**config.mk**
```make
export PLATFORM = sky130hd
export DESIGN_NAME = atfc_top
export DESIGN_NICKNAME = d
export VERILOG_FILES = /design/src/inc/atfc_pkg.sv /design/src/design/atfc_top.sv /design/src/design/atfc_decode.sv /design/src/design/atfc_ctrl_reg.sv
export SDC_FILE = /design/constraint.sdc
export NUM_CORES = 1
export LEC_CHECK = 0
export BUFFER_PORTS_ARGS = -buffer_cell sky130_fd_sc_hd__buf_2
export CAP_MARGIN = 0
export CORE_MARGIN = 10
export CORE_UTILIZATION = 58
export CTS_CLUSTER_SIZE = 8
export DETAILED_ROUTE_END_ITERATION = 16
export GPL_ROUTABILITY_DRIVEN = 0
export HOLD_SLACK_MARGIN = 0.03
export PLACE_DENSITY = 0.8
export SLEW_MARGIN = 10
export SYNTH_ARGS = -nofsm -noshare
export SYNTH_HDL_FRONTEND = slang
export SYNTH_HIERARCHICAL = 1
export SYNTH_SLANG_ARGS = --single-unit
```
**constraint.sdc**
```tcl
create_clock -name clk_sys_i -period 3.9 [get_ports clk_sys_i]
set_clock_uncertainty 0.15 [all_clocks]
set_input_delay 0.195 -clock clk_sys_i [delete_from_list [all_inputs] [get_ports clk_sys_i]]
set_output_delay 0.195 -clock clk_sys_i [all_outputs]
set_load 0.1 [all_outputs]
```
**src/inc/atfc_pkg.sv**
```systemverilog
// Package of constants and types for the task-file command control block
package atfc_pkg;

  // Task-file register selects {cs1, cs0, a2, a1, a0}; cs bits set to 1 when asserted
  localparam logic [4:0] ADDR_ERR_FEAT  = 5'h09;
  localparam logic [4:0] ADDR_COUNT     = 5'h0a;
  localparam logic [4:0] ADDR_SECTOR    = 5'h0b;
  localparam logic [4:0] ADDR_CYL_LO    = 5'h0c;
  localparam logic [4:0] ADDR_CYL_HI    = 5'h0d;
  localparam logic [4:0] ADDR_DRV_HEAD  = 5'h0e;
  localparam logic [4:0] ADDR_STAT_CMD  = 5'h0f;
  localparam logic [4:0] ADDR_ALT_CTRL  = 5'h16;

  // Device control bits
  localparam int unsigned CTRL_SRST_BIT = 2;
  localparam int unsigned CTRL_NIEN_BIT = 1;
  localparam int unsigned CTRL_ZERO_BIT = 0;
  localparam logic [7:0]  CTRL_RESET    = 8'h00;

  // Status bits
  localparam int unsigned STAT_BSY_BIT  = 7;
  localparam int unsigned STAT_DRDY_BIT = 6;
  localparam int unsigned STAT_DRQ_BIT  = 3;
  localparam int unsigned STAT_ERR_BIT  = 0;
  localparam logic [7:0]  STAT_RESET    = 8'h80;
  localparam logic [7:0]  STAT_IDLE     = 8'h50;

  // Error register
  localparam int unsigned ERR_ABRT_BIT  = 2;
  localparam logic [7:0]  ERR_RESET     = 8'h01;

  // Device/head select bit
  localparam int unsigned DH_DRV_BIT    = 4;

  // Busy deadline after a command write
  localparam int unsigned CLK_PERIOD_PS = 5000;
  localparam int unsigned BSY_MAX_NS    = 400;
  localparam int unsigned BSY_MAX_CYC   = (BSY_MAX_NS * 1000) / CLK_PERIOD_PS;

  // Parameter-valid mask bits
  localparam int unsigned PV_FEAT = 4;
  localparam int unsigned PV_CNT  = 3;
  localparam int unsigned PV_SEC  = 2;
  localparam int unsigned PV_CYL  = 1;
  localparam int unsigned PV_DH   = 0;

  typedef enum logic [2:0] {
    ATFC_PROTO_NONE = 3'b000,
    ATFC_PROTO_PIN  = 3'b001,
    ATFC_PROTO_POUT = 3'b010,
    ATFC_PROTO_DMA  = 3'b011,
    ATFC_PROTO_ND   = 3'b100
  } atfc_proto_t;

  typedef enum logic [1:0] {
    ATFC_ST_RESET = 2'b00,
    ATFC_ST_IDLE  = 2'b01,
    ATFC_ST_EXEC  = 2'b10
  } atfc_state_t;

endpackage : atfc_pkg

```
**src/design/atfc_top.sv**
```systemverilog
// Task-file control: status mirror, device control, command acceptance
// What this block does
// - Alternate status returns primary status bits
// - Alternate status read keeps interrupt pending
// - Control register: SRST bit2, nIEN bit1, bit0 zero
// - Selected and nIEN low: drive INTRQ
// - nIEN high or unselected: INTRQ floats
// - SRST high holds device in reset
// - SRST cleared: device leaves reset
// - SRST resets both chained devices alike
// - Command write starts execution
// - Power commands accepted under two opcodes
// - SMART opcode decoded by features subcode
// - Security opcodes decoded, non-data or out
// - F8h read max; F9h by subcode
// - Overlay opcode B1h decoded by subcode
// - Sample only parameters valid for opcode
// - Device-only commands use only select bit
// - Primary status read acknowledges interrupt
// - Invalid opcode sets aborted-command bit
// - Class 1 commands raise BSY within 400ns
`timescale 1ns/1ps
module atfc_top #(
  parameter bit DEV_NUM = 1'b0 // This device's select value
) (
  input  wire logic       clk_sys_i,    // System clock
  input  wire logic       reset_n_i,    // Async reset, active low
  input  wire logic [4:0] addr_i,       // {cs1,cs0,a2,a1,a0}
  input  wire logic       rd_i,         // Read strobe pulse
  input  wire logic       wr_i,         // Write strobe pulse
  input  wire logic [7:0] wdata_i,      // Write data
  input  wire logic       cmd_done_i,   // Execution finished pulse
  input  wire logic       cmd_error_i,  // Finish with error
  output logic [7:0]      rdata_o,      // Read data, registered
  output logic            rvalid_o,     // Read data valid pulse
  output logic            intrq_o,      // Interrupt level when driven
  output logic            intrq_oe_n_o, // INTRQ enable, low drives
  output logic            dev_reset_o,  // Device held in reset
  output logic            cmd_start_o,  // Command start pulse
  output logic [7:0]      cmd_op_o,     // Accepted opcode
  output logic [2:0]      cmd_proto_o,  // Decoded protocol
  output logic [4:0]      cmd_pvalid_o, // Valid parameter mask
  output logic [7:0]      prm_feat_o,   // Sampled features
  output logic [7:0]      prm_cnt_o,    // Sampled count
  output logic [7:0]      prm_sec_o,    // Sampled start sector
  output logic [15:0]     prm_cyl_o,    // Sampled cylinder
  output logic [7:0]      prm_dh_o      // Sampled device/head
);
  localparam logic [7:0] BYTE0 = 8'h00;

  atfc_pkg::atfc_state_t state_q, state_d;
  logic [7:0]  feat_q, cnt_q, sec_q, cyl_lo_q, cyl_hi_q, dh_q;
  logic [7:0]  feat_d, cnt_d, sec_d, cyl_lo_d, cyl_hi_d, dh_d;
  logic [7:0]  stat_q, stat_d, err_q, err_d;
  logic        irq_q, irq_d;
  logic [7:0]  rdata_d;
  logic        rvalid_d;
  logic        oe_n_d, intrq_d, devrst_d;
  logic        oe_n_q, intrq_q, devrst_q;
  logic        start_d, start_q;
  logic [7:0]  op_d, op_q;
  logic [2:0]  proto_d, proto_q;
  logic [4:0]  pv_d, pv_q;
  logic [7:0]  pf_d, pc_d, ps_d, pcl_d, pch_d, pdh_d;
  logic [7:0]  pf_q, pc_q, ps_q, pcl_q, pch_q, pdh_q;
  logic        srst, nien, ctrl_wr, cmd_wr, selected;
  atfc_pkg::atfc_proto_t dec_proto;
  logic [4:0]  dec_pv;
  logic        dec_devonly;

  assign ctrl_wr  = wr_i && (addr_i == atfc_pkg::ADDR_ALT_CTRL);
  // Control write taken regardless of device select
  assign cmd_wr   = wr_i && (addr_i == atfc_pkg::ADDR_STAT_CMD) && selected && !srst &&
                    !stat_q[atfc_pkg::STAT_BSY_BIT];
  assign selected = (dh_q[atfc_pkg::DH_DRV_BIT] == DEV_NUM);

  atfc_ctrl_reg u_ctrl (
    .clk_sys_i (clk_sys_i),
    .reset_n_i (reset_n_i),
    .wr_i      (ctrl_wr),
    .wdata_i   (wdata_i),
    .srst_o    (srst),
    .nien_o    (nien)
  );

  atfc_decode u_dec (
    .opcode_i   (wdata_i),
    .feature_i  (feat_q),
    .proto_o    (dec_proto),
    .pvalid_o   (dec_pv),
    .dev_only_o (dec_devonly)
  );

  // Task-file registers, status, error and pending interrupt
  always_comb begin
    state_d  = state_q;
    feat_d   = feat_q;
    cnt_d    = cnt_q;
    sec_d    = sec_q;
    cyl_lo_d = cyl_lo_q;
    cyl_hi_d = cyl_hi_q;
    dh_d     = dh_q;
    stat_d   = stat_q;
    err_d    = err_q;
    irq_d    = irq_q;
    start_d  = 1'b0;
    op_d     = op_q;
    proto_d  = proto_q;
    pv_d     = pv_q;
    pf_d     = pf_q;
    pc_d     = pc_q;
    ps_d     = ps_q;
    pcl_d    = pcl_q;
    pch_d    = pch_q;
    pdh_d    = pdh_q;
    if (wr_i && !stat_q[atfc_pkg::STAT_BSY_BIT]) begin
      case (addr_i)
        atfc_pkg::ADDR_ERR_FEAT: feat_d   = wdata_i;
        atfc_pkg::ADDR_COUNT:    cnt_d    = wdata_i;
        atfc_pkg::ADDR_SECTOR:   sec_d    = wdata_i;
        atfc_pkg::ADDR_CYL_LO:   cyl_lo_d = wdata_i;
        atfc_pkg::ADDR_CYL_HI:   cyl_hi_d = wdata_i;
        atfc_pkg::ADDR_DRV_HEAD: dh_d     = wdata_i;
        default:                 feat_d   = feat_q;
      endcase
    end
    // Primary status read acknowledges; alternate does not
    if (rd_i && (addr_i == atfc_pkg::ADDR_STAT_CMD) && selected) begin
      irq_d = 1'b0;
    end
    case (state_q)
      atfc_pkg::ATFC_ST_RESET: begin
        stat_d = atfc_pkg::STAT_RESET;
        err_d  = atfc_pkg::ERR_RESET;
        irq_d  = 1'b0;
        if (!srst) begin
          state_d = atfc_pkg::ATFC_ST_IDLE;
          stat_d  = atfc_pkg::STAT_IDLE;
        end
      end
      atfc_pkg::ATFC_ST_IDLE: begin
        if (cmd_wr) begin
          // Busy raised on the write edge itself
          stat_d = atfc_pkg::STAT_RESET;
          irq_d  = 1'b0;
          if (dec_proto == atfc_pkg::ATFC_PROTO_NONE) begin
            err_d   = 8'h01 << atfc_pkg::ERR_ABRT_BIT;
            state_d = atfc_pkg::ATFC_ST_EXEC;
          end else begin
            err_d   = BYTE0;
            start_d = 1'b1;
            state_d = atfc_pkg::ATFC_ST_EXEC;
            op_d    = wdata_i;
            proto_d = dec_proto;
            pv_d    = dec_pv;
            // Sample only valid registers, others zero; device/head keeps the select bit when not valid
            pf_d  = dec_pv[atfc_pkg::PV_FEAT] ? feat_q : BYTE0;
            pc_d  = dec_pv[atfc_pkg::PV_CNT]  ? cnt_q : BYTE0;
            ps_d  = dec_pv[atfc_pkg::PV_SEC]  ? sec_q : BYTE0;
            pcl_d = dec_pv[atfc_pkg::PV_CYL]  ? cyl_lo_q : BYTE0;
            pch_d = dec_pv[atfc_pkg::PV_CYL]  ? cyl_hi_q : BYTE0;
            pdh_d = dec_devonly ? (dh_q & (8'h01 << atfc_pkg::DH_DRV_BIT)) : dh_q;
          end
        end
      end
      atfc_pkg::ATFC_ST_EXEC: begin
        // Invalid opcode completes at once with error
        if (cmd_done_i || (err_q[atfc_pkg::ERR_ABRT_BIT] && !start_q)) begin
          state_d = atfc_pkg::ATFC_ST_IDLE;
          stat_d  = atfc_pkg::STAT_IDLE;
          stat_d[atfc_pkg::STAT_ERR_BIT] = (cmd_error_i && cmd_done_i) || err_q[atfc_pkg::ERR_ABRT_BIT];
          if (cmd_error_i && cmd_done_i) begin
            err_d = 8'h01 << atfc_pkg::ERR_ABRT_BIT;
          end
          irq_d = 1'b1;
        end
      end
      default: state_d = atfc_pkg::ATFC_ST_RESET;
    endcase
    if (srst) begin
      state_d = atfc_pkg::ATFC_ST_RESET;
      stat_d  = atfc_pkg::STAT_RESET;
      irq_d   = 1'b0;
      start_d = 1'b0;
    end
  end

  // Read data and INTRQ pin outputs
  always_comb begin
    rvalid_d = rd_i;
    case (addr_i)
      atfc_pkg::ADDR_ERR_FEAT: rdata_d = err_q;
      atfc_pkg::ADDR_COUNT:    rdata_d = cnt_q;
      atfc_pkg::ADDR_SECTOR:   rdata_d = sec_q;
      atfc_pkg::ADDR_CYL_LO:   rdata_d = cyl_lo_q;
      atfc_pkg::ADDR_CYL_HI:   rdata_d = cyl_hi_q;
      atfc_pkg::ADDR_DRV_HEAD: rdata_d = dh_q;
      atfc_pkg::ADDR_STAT_CMD: rdata_d = stat_q;
      atfc_pkg::ADDR_ALT_CTRL: rdata_d = stat_q;
      default:                 rdata_d = BYTE0;
    endcase
    if (!rd_i) begin
      rdata_d = rdata_o;
    end
    oe_n_d   = !(selected && !nien);
    intrq_d  = irq_d && selected && !nien;
    devrst_d = (state_d == atfc_pkg::ATFC_ST_RESET);
  end

  always_ff @(posedge clk_sys_i or negedge reset_n_i) begin
    if (!reset_n_i) begin
      state_q  <= atfc_pkg::ATFC_ST_RESET;
      {feat_q, cnt_q, sec_q, cyl_lo_q, cyl_hi_q, dh_q} <= '0;
      stat_q   <= atfc_pkg::STAT_RESET;
      err_q    <= atfc_pkg::ERR_RESET;
      irq_q    <= 1'b0;
      start_q  <= 1'b0;
      op_q     <= 8'h00;
      proto_q  <= atfc_pkg::ATFC_PROTO_NONE;
      pv_q     <= 5'h00;
      {pf_q, pc_q, ps_q, pcl_q, pch_q, pdh_q} <= '0;
      rdata_o  <= 8'h00;
      rvalid_o <= 1'b0;
      oe_n_q   <= 1'b1;
      intrq_q  <= 1'b0;
      devrst_q <= 1'b1;
    end else begin
      state_q  <= state_d;
      feat_q   <= feat_d;
      cnt_q    <= cnt_d;
      sec_q    <= sec_d;
      cyl_lo_q <= cyl_lo_d;
      cyl_hi_q <= cyl_hi_d;
      dh_q     <= dh_d;
      stat_q   <= stat_d;
      err_q    <= err_d;
      irq_q    <= irq_d;
      start_q  <= start_d;
      op_q     <= op_d;
      proto_q  <= proto_d;
      pv_q     <= pv_d;
      pf_q     <= pf_d;
      pc_q     <= pc_d;
      ps_q     <= ps_d;
      pcl_q    <= pcl_d;
      pch_q    <= pch_d;
      pdh_q    <= pdh_d;
      rdata_o  <= rdata_d;
      rvalid_o <= rvalid_d;
      oe_n_q   <= oe_n_d;
      intrq_q  <= intrq_d;
      devrst_q <= devrst_d;
    end
  end

  assign intrq_o      = intrq_q;
  assign intrq_oe_n_o = oe_n_q;
  assign dev_reset_o  = devrst_q;
  assign cmd_start_o  = start_q;
  assign cmd_op_o     = op_q;
  assign cmd_proto_o  = proto_q;
  assign cmd_pvalid_o = pv_q;
  assign prm_feat_o   = pf_q;
  assign prm_cnt_o    = pc_q;
  assign prm_sec_o    = ps_q;
  assign prm_cyl_o    = {pch_q, pcl_q};
  assign prm_dh_o     = pdh_q;
endmodule : atfc_top

```
**src/design/atfc_decode.sv**
```systemverilog
// Combinational opcode decoder: protocol and valid parameter registers
`timescale 1ns/1ps
module atfc_decode (
  input  wire logic [7:0]          opcode_i,  // Command opcode
  input  wire logic [7:0]          feature_i, // Features subcode
  output atfc_pkg::atfc_proto_t    proto_o,   // Decoded protocol
  output logic [4:0]               pvalid_o,  // Valid parameter mask
  output logic                     dev_only_o // Only device select used
);
  // V on count, sector, cylinder, device/head
  localparam logic [4:0] M_CSCD = 5'b01111;
  localparam logic [4:0] M_D    = 5'b00000;

  always_comb begin
    proto_o    = atfc_pkg::ATFC_PROTO_NONE;
    pvalid_o   = M_D;
    dev_only_o = 1'b1;
    case (opcode_i) inside
      8'h20, 8'h21, 8'h22, 8'h23, 8'hc4: begin
        proto_o = atfc_pkg::ATFC_PROTO_PIN;
        pvalid_o = M_CSCD;
      end
      8'he4, 8'hec: proto_o = atfc_pkg::ATFC_PROTO_PIN;
      8'hc8, 8'hc9, 8'hca, 8'hcb: begin
        proto_o = atfc_pkg::ATFC_PROTO_DMA;
        pvalid_o = M_CSCD;
      end
      8'h40, 8'h41: begin
        proto_o = atfc_pkg::ATFC_PROTO_ND;
        pvalid_o = M_CSCD;
      end
      8'h30, 8'h31, 8'h32, 8'h33, 8'hc5: begin
        proto_o = atfc_pkg::ATFC_PROTO_POUT;
        pvalid_o = M_CSCD;
      end
      8'he8: proto_o = atfc_pkg::ATFC_PROTO_POUT;
      8'h50: begin
        proto_o = atfc_pkg::ATFC_PROTO_POUT;
        pvalid_o = 5'b01011;
      end
      [8'h10:8'h1f], 8'he7, 8'h90: proto_o = atfc_pkg::ATFC_PROTO_ND;
      [8'h70:8'h7f]: begin
        proto_o = atfc_pkg::ATFC_PROTO_ND;
        pvalid_o = 5'b00111;
      end
      8'h91: begin
        proto_o = atfc_pkg::ATFC_PROTO_ND;
        pvalid_o = 5'b01001;
      end
      8'hef: begin
        proto_o = atfc_pkg::ATFC_PROTO_ND;
        pvalid_o = 5'b10000;
      end
      8'hc6, 8'h98, 8'he5, 8'h97, 8'he3, 8'h96, 8'he2: begin
        proto_o = atfc_pkg::ATFC_PROTO_ND;
        pvalid_o = 5'b01000;
      end
      8'h95, 8'he1, 8'h99, 8'he6, 8'h94, 8'he0: proto_o = atfc_pkg::ATFC_PROTO_ND;
      8'hb0: begin
        case (feature_i)
          8'hd2, 8'hdb: begin
            proto_o = atfc_pkg::ATFC_PROTO_ND;
            pvalid_o = 5'b11010;
          end
          8'hd3, 8'hd8, 8'hd9, 8'hda, 8'hd4: begin
            proto_o = atfc_pkg::ATFC_PROTO_ND;
            pvalid_o = 5'b10010;
          end
          8'hd5: begin
            proto_o = atfc_pkg::ATFC_PROTO_PIN;
            pvalid_o = 5'b11110;
          end
          8'hd6: begin
            proto_o = atfc_pkg::ATFC_PROTO_POUT;
            pvalid_o = 5'b11110;
          end
          default: proto_o = atfc_pkg::ATFC_PROTO_NONE;
        endcase
      end
      8'hf3, 8'hf5, 8'hf8: proto_o = atfc_pkg::ATFC_PROTO_ND;
      8'hf1, 8'hf2, 8'hf4, 8'hf6: proto_o = atfc_pkg::ATFC_PROTO_POUT;
      8'hf9: begin
        pvalid_o = 5'b10000;
        case (feature_i)
          8'h00: begin
            proto_o = atfc_pkg::ATFC_PROTO_ND;
            pvalid_o = 5'b11110;
          end
          8'h02, 8'h04: proto_o = atfc_pkg::ATFC_PROTO_ND;
          8'h01, 8'h03: proto_o = atfc_pkg::ATFC_PROTO_POUT;
          default:      proto_o = atfc_pkg::ATFC_PROTO_NONE;
        endcase
      end
      8'hb1: begin
        pvalid_o = 5'b10000;
        case (feature_i)
          8'hc0, 8'hc1: proto_o = atfc_pkg::ATFC_PROTO_ND;
          8'hc2:        proto_o = atfc_pkg::ATFC_PROTO_PIN;
          8'hc3:        proto_o = atfc_pkg::ATFC_PROTO_POUT;
          default:      proto_o = atfc_pkg::ATFC_PROTO_NONE;
        endcase
      end
      default: proto_o = atfc_pkg::ATFC_PROTO_NONE;
    endcase
    // Device-only when device/head not fully valid
    dev_only_o = ~pvalid_o[atfc_pkg::PV_DH];
  end
endmodule : atfc_decode

```
**src/design/atfc_ctrl_reg.sv**
```systemverilog
// Device control register: soft reset and interrupt-disable bits
`timescale 1ns/1ps
module atfc_ctrl_reg (
  input  wire logic       clk_sys_i, // System clock
  input  wire logic       reset_n_i, // Async reset, active low
  input  wire logic       wr_i,      // Write strobe for control location
  input  wire logic [7:0] wdata_i,   // Written byte
  output logic            srst_o,    // Software reset level
  output logic            nien_o     // Interrupt disable level
);
  logic srst_q, srst_d;
  logic nien_q, nien_d;

  always_comb begin
    srst_d = srst_q;
    nien_d = nien_q;
    if (wr_i) begin
      // Other bits are ignored
      srst_d = wdata_i[atfc_pkg::CTRL_SRST_BIT];
      nien_d = wdata_i[atfc_pkg::CTRL_NIEN_BIT];
    end
  end

  always_ff @(posedge clk_sys_i or negedge reset_n_i) begin
    if (!reset_n_i) begin
      srst_q <= atfc_pkg::CTRL_RESET[atfc_pkg::CTRL_SRST_BIT];
      nien_q <= atfc_pkg::CTRL_RESET[atfc_pkg::CTRL_NIEN_BIT];
    end else begin
      srst_q <= srst_d;
      nien_q <= nien_d;
    end
  end

  assign srst_o = srst_q;
  assign nien_o = nien_q;
endmodule : atfc_ctrl_reg

```
==> flow_summary.ini <==
[layout]
final_cells = 899
area.growth.synth_to_final_pct = 15.74
drive_gt1_share_pct = 28.32
diodes = 0
fillers = 913
layout.nets = 763

[placed_design]
dp_cells = 864
pre_cts_slack_ns = 0.6215
io_buffer_count = 95
dp_hpwl_mm = 12.91

[global_routing]
antenna_found_initial = 0
track_usage_pct = 22.92
busiest_layer = met2
grt_start_max_net_pins = 98
met2_usage_pct = 35.53
grt_pass1_vias = 5809
use_met1_pct = 28.75
grt_pass1_wl_mm = 30.30
met3_usage_pct = 6.815
grt_overflow = 0

[synth]
async_flop_share_pct = 100.0
syn_area_um2 = 7053
synthesis.nets = 697
ys_warn_count = 6
syn_inst = 673
synth-edff-count = 0
ys.flop_type = dfrtp_1
avgSynthCellArea_um2 = 10.48
ys_seq_area_share_pct = 47.97
yosys_register_bits = 135
yosysUniqueCellTypes = 76

[route]
drc = 0
viasPerCell = 6.447
wl_mm = 18.96
vias = 5796
ant_nets = 0
drt_iter0_drc = 810
wire_per_inst_um = 21.09
first_pass_iters = 6

[setup_path]
crit_fanout = 17
r2r_cells = 8
cpPeakStageDelay_ns = 0.57
cp-start-kind = register
cpMaxStageDelayCell = or4_1
crit_arrival_ns = 3.26
cp.depth = 8
crit_type = register to register
path_buf_inv = 0
crit_path_cell_trace = or4_1, a2111oi_0, o211ai_1, a21oi_1, or4_1, nor3_4, nor2_4, mux2_2
r2r_setup_slack_ns = 0.80
worstSetupEndpointType = register
cp_top_family = simple AND/OR/NAND/NOR gates
crit_path_frequent_cell = or4_1
required_ns = 4.06

[timing]
fmax_mhz = 322.3
rsz0062_at_grt = no
fin_crit_sh_pct = 79.56
setup_ws_ns = 0.7971
tightestPinTransition_ns = 1.043
hold_viol = 0
setup_tns_ns = 0
finalMaxSlewViolations = 0
setup_viol = 0
finalCriticalPeriod_ns = 3.103
slew_headroom_pct = 30.49

[floorplan]
fp-row-count = 40
start_util_pct = 58.96
core_um2 = 11960
die_area_um2 = 16970
die_w_um = 130.3
io_pins = 96
die_h_um = 130.3

[power]
peakVddDrop_mv = 0.4508
powerDensity_nw_per_um2 = 539.0
p_leak_nw = 3.864

[cts]
cts_sinks = 135
numCtsBuffers = 17
cts_tree = built
clk_root_buffer_cell = clkbuf_16
clockBufferDepth = 2
clk_pin_slew_ns = 0.06
clk_latency_ns = 0.43
h-tree-depth = 4
cts_resized = 0

[worst_hold_path]
min_path_cells = 4
min_path_type = input port to register

[job]
max-cap-violations = 0

[status]
status = finished, final reports clean
## flip-flops by register name, indices dropped and copies added, names as in the netlist, 2 cells and up
| register | count |
|---|---|
| cmd_op_o | 8 |
| cnt_q | 8 |
| cyl_hi_q | 8 |
| cyl_lo_q | 8 |
| dh_q | 8 |
| feat_q | 8 |
| pch_q | 8 |
| pcl_q | 8 |
| prm_cnt_o | 8 |
| prm_dh_o | 8 |
| prm_feat_o | 8 |
| prm_sec_o | 8 |
| rdata_o | 8 |
| sec_q | 8 |
| cmd_pvalid_o | 5 |
| cmd_proto_o | 3 |
| stat_q | 3 |
| err_q | 2 |
| state_q | 2 |
## cell type report
cell class	instances	area (um2)	share of cell area (%)
sequential	135	3383	41.45
multi-input combinational	458	3298	40.40
timing repair buffer	105	585.6	7.174
clock buffer	18	429.2	5.258
clock inverter	14	200.2	2.452
tap	147	183.9	2.253
inverter	22	82.58	1.012
## layout by cell type, fill, tap and decap left out, types with 4 or more instances in the layout
cell type / synthesis / final
or3_1: 5 / 5
dfstp_2: 4 / 4
clkbuf_16: 0 / 17
nor2_1: 19 / 19
buf_2: 17 / 94
nor4_1: 4 / 4
nor3_1: 10 / 10
bufinv_16: 0 / 4
a31oi_1: 5 / 5
nand2_1: 65 / 65
buf_4: 3 / 6
o41ai_1: 7 / 7
o2bb2ai_1: 4 / 4
dfrtp_1: 131 / 131
o21ai_0: 72 / 72
clkinv_4: 0 / 4
nor2b_1: 10 / 10
a32oi_1: 5 / 5
ha_1: 5 / 5
and2_1: 4 / 4
mux2i_1: 18 / 18
nand2b_1: 4 / 4
nand4_1: 11 / 11
a21oi_1: 20 / 20
nand3b_1: 8 / 8
nand3_1: 9 / 9
o31ai_1: 40 / 40
mux2_2: 43 / 43
mux2_4: 16 / 16
inv_1: 21 / 21
## worst reg2reg max path: stages (launching register included)
cell	delay [ns]
dfrtp_1	0.43
or4_1	0.57
a2111oi_0	0.43
o211ai_1	0.15
a21oi_1	0.18
or4_1	0.21
nor3_4	0.08
nor2_4	0.40
mux2_2	0.40
## power by group
part	total [W]	leakage, nW	internal (W)	switching [W]
combinational	0.000903	1.77	0.000326	0.000576
sequential	0.00180	1.80	0.00161	0.000193
clock	0.00170	0.297	0.00107	0.000623
total	0.00440	3.86	0.00301	0.00139
## metrics by stage
stage               utilization, %  hold WS (ns)  total power (W)  cell area (um2)
global route                 68.24        0.1156         0.004574             8163
global placement             62.73        0.2197         0.002655             7503
CTS                          68.24       0.06418         0.004400             8163
detailed placement           62.73        0.2261         0.002706             7503
floorplan                        -       -0.2506         0.002454             7053
finish                       68.24       0.07044         0.004400             8163
## cell usage after synthesis (4+ instances only)
cell type / count / area (um2)
a31oi_1: 5 / 31.28
nand2b_1: 4 / 25.02
a32oi_1: 5 / 43.79
mux2_2: 43 / 484.2
nor2b_1: 10 / 62.56
o21ai_0: 72 / 360.4
nand4_1: 11 / 68.82
nand3b_1: 8 / 60.06
buf_2: 17 / 85.08
clkbuf_1: 27 / 101.4
o41ai_1: 7 / 61.31
nor2_1: 19 / 71.32
nand3_1: 9 / 45.04
o2bb2ai_1: 4 / 35.03
ha_1: 5 / 62.56
nand2_1: 65 / 244.0
mux2i_1: 18 / 180.2
buf_1: 5 / 18.77
or3_1: 5 / 31.28
nor4_1: 4 / 25.02
dfrtp_1: 131 / 3278
buf_6: 6 / 67.56
and2_1: 4 / 25.02
o31ai_1: 40 / 300.3
dfstp_2: 4 / 105.1
inv_1: 21 / 78.83
a21oi_1: 20 / 100.1
nor3_1: 10 / 50.05
mux2_4: 16 / 240.2
## final timing paths
kind	from	to
hold reg to reg	rdata_o[1]	rdata_o[1]
max in group asynchronous	reset_n_i	stat_q[7]
hold / removal	cmd_done_i	state_q[1]
setup / recovery	feat_q[4]	cmd_op_o[6]
setup reg to reg	feat_q[4]	cmd_op_o[6]
min in group asynchronous	reset_n_i	prm_feat_o[7]
## repair_timing
| item | 4_1_cts | 5_1_grt |
|---|---|---|
| setup buffers | 0 | 0 |
| hold buffers | 3 | 0 |
| hold endpoints to repair | 85 | 0 |
## logic make-up (layout without fill, tap and decap cells)
| family | after synthesis | after routing | synth area share [%] |
|---|---|---|---|
| muxes | 78 | 78 | 12.99 |
| DFF | 135 | 135 | 47.97 |
| xor gates and xnor gates | 2 | 2 | 0.2484 |
| and+or+nand+nor | 188 | 188 | 15.77 |
| buffers and inverters | 80 | 159 | 5.357 |
| adders and majority gates | 5 | 5 | 0.8870 |
| AOI/OAI and AO/OA | 185 | 185 | 16.78 |
## routing by layer
metal / vias up / wire (um) / part of all wire, %
met5: - / 0 / 0
met4: 0 / 702 / 3.7
met3: 80 / 1636 / 8.6
met2: 315 / 8803 / 46
met1: 2797 / 7821 / 41
li1: 2604 / - / -
Note: power is estimated with default switching activity, not from simulation.
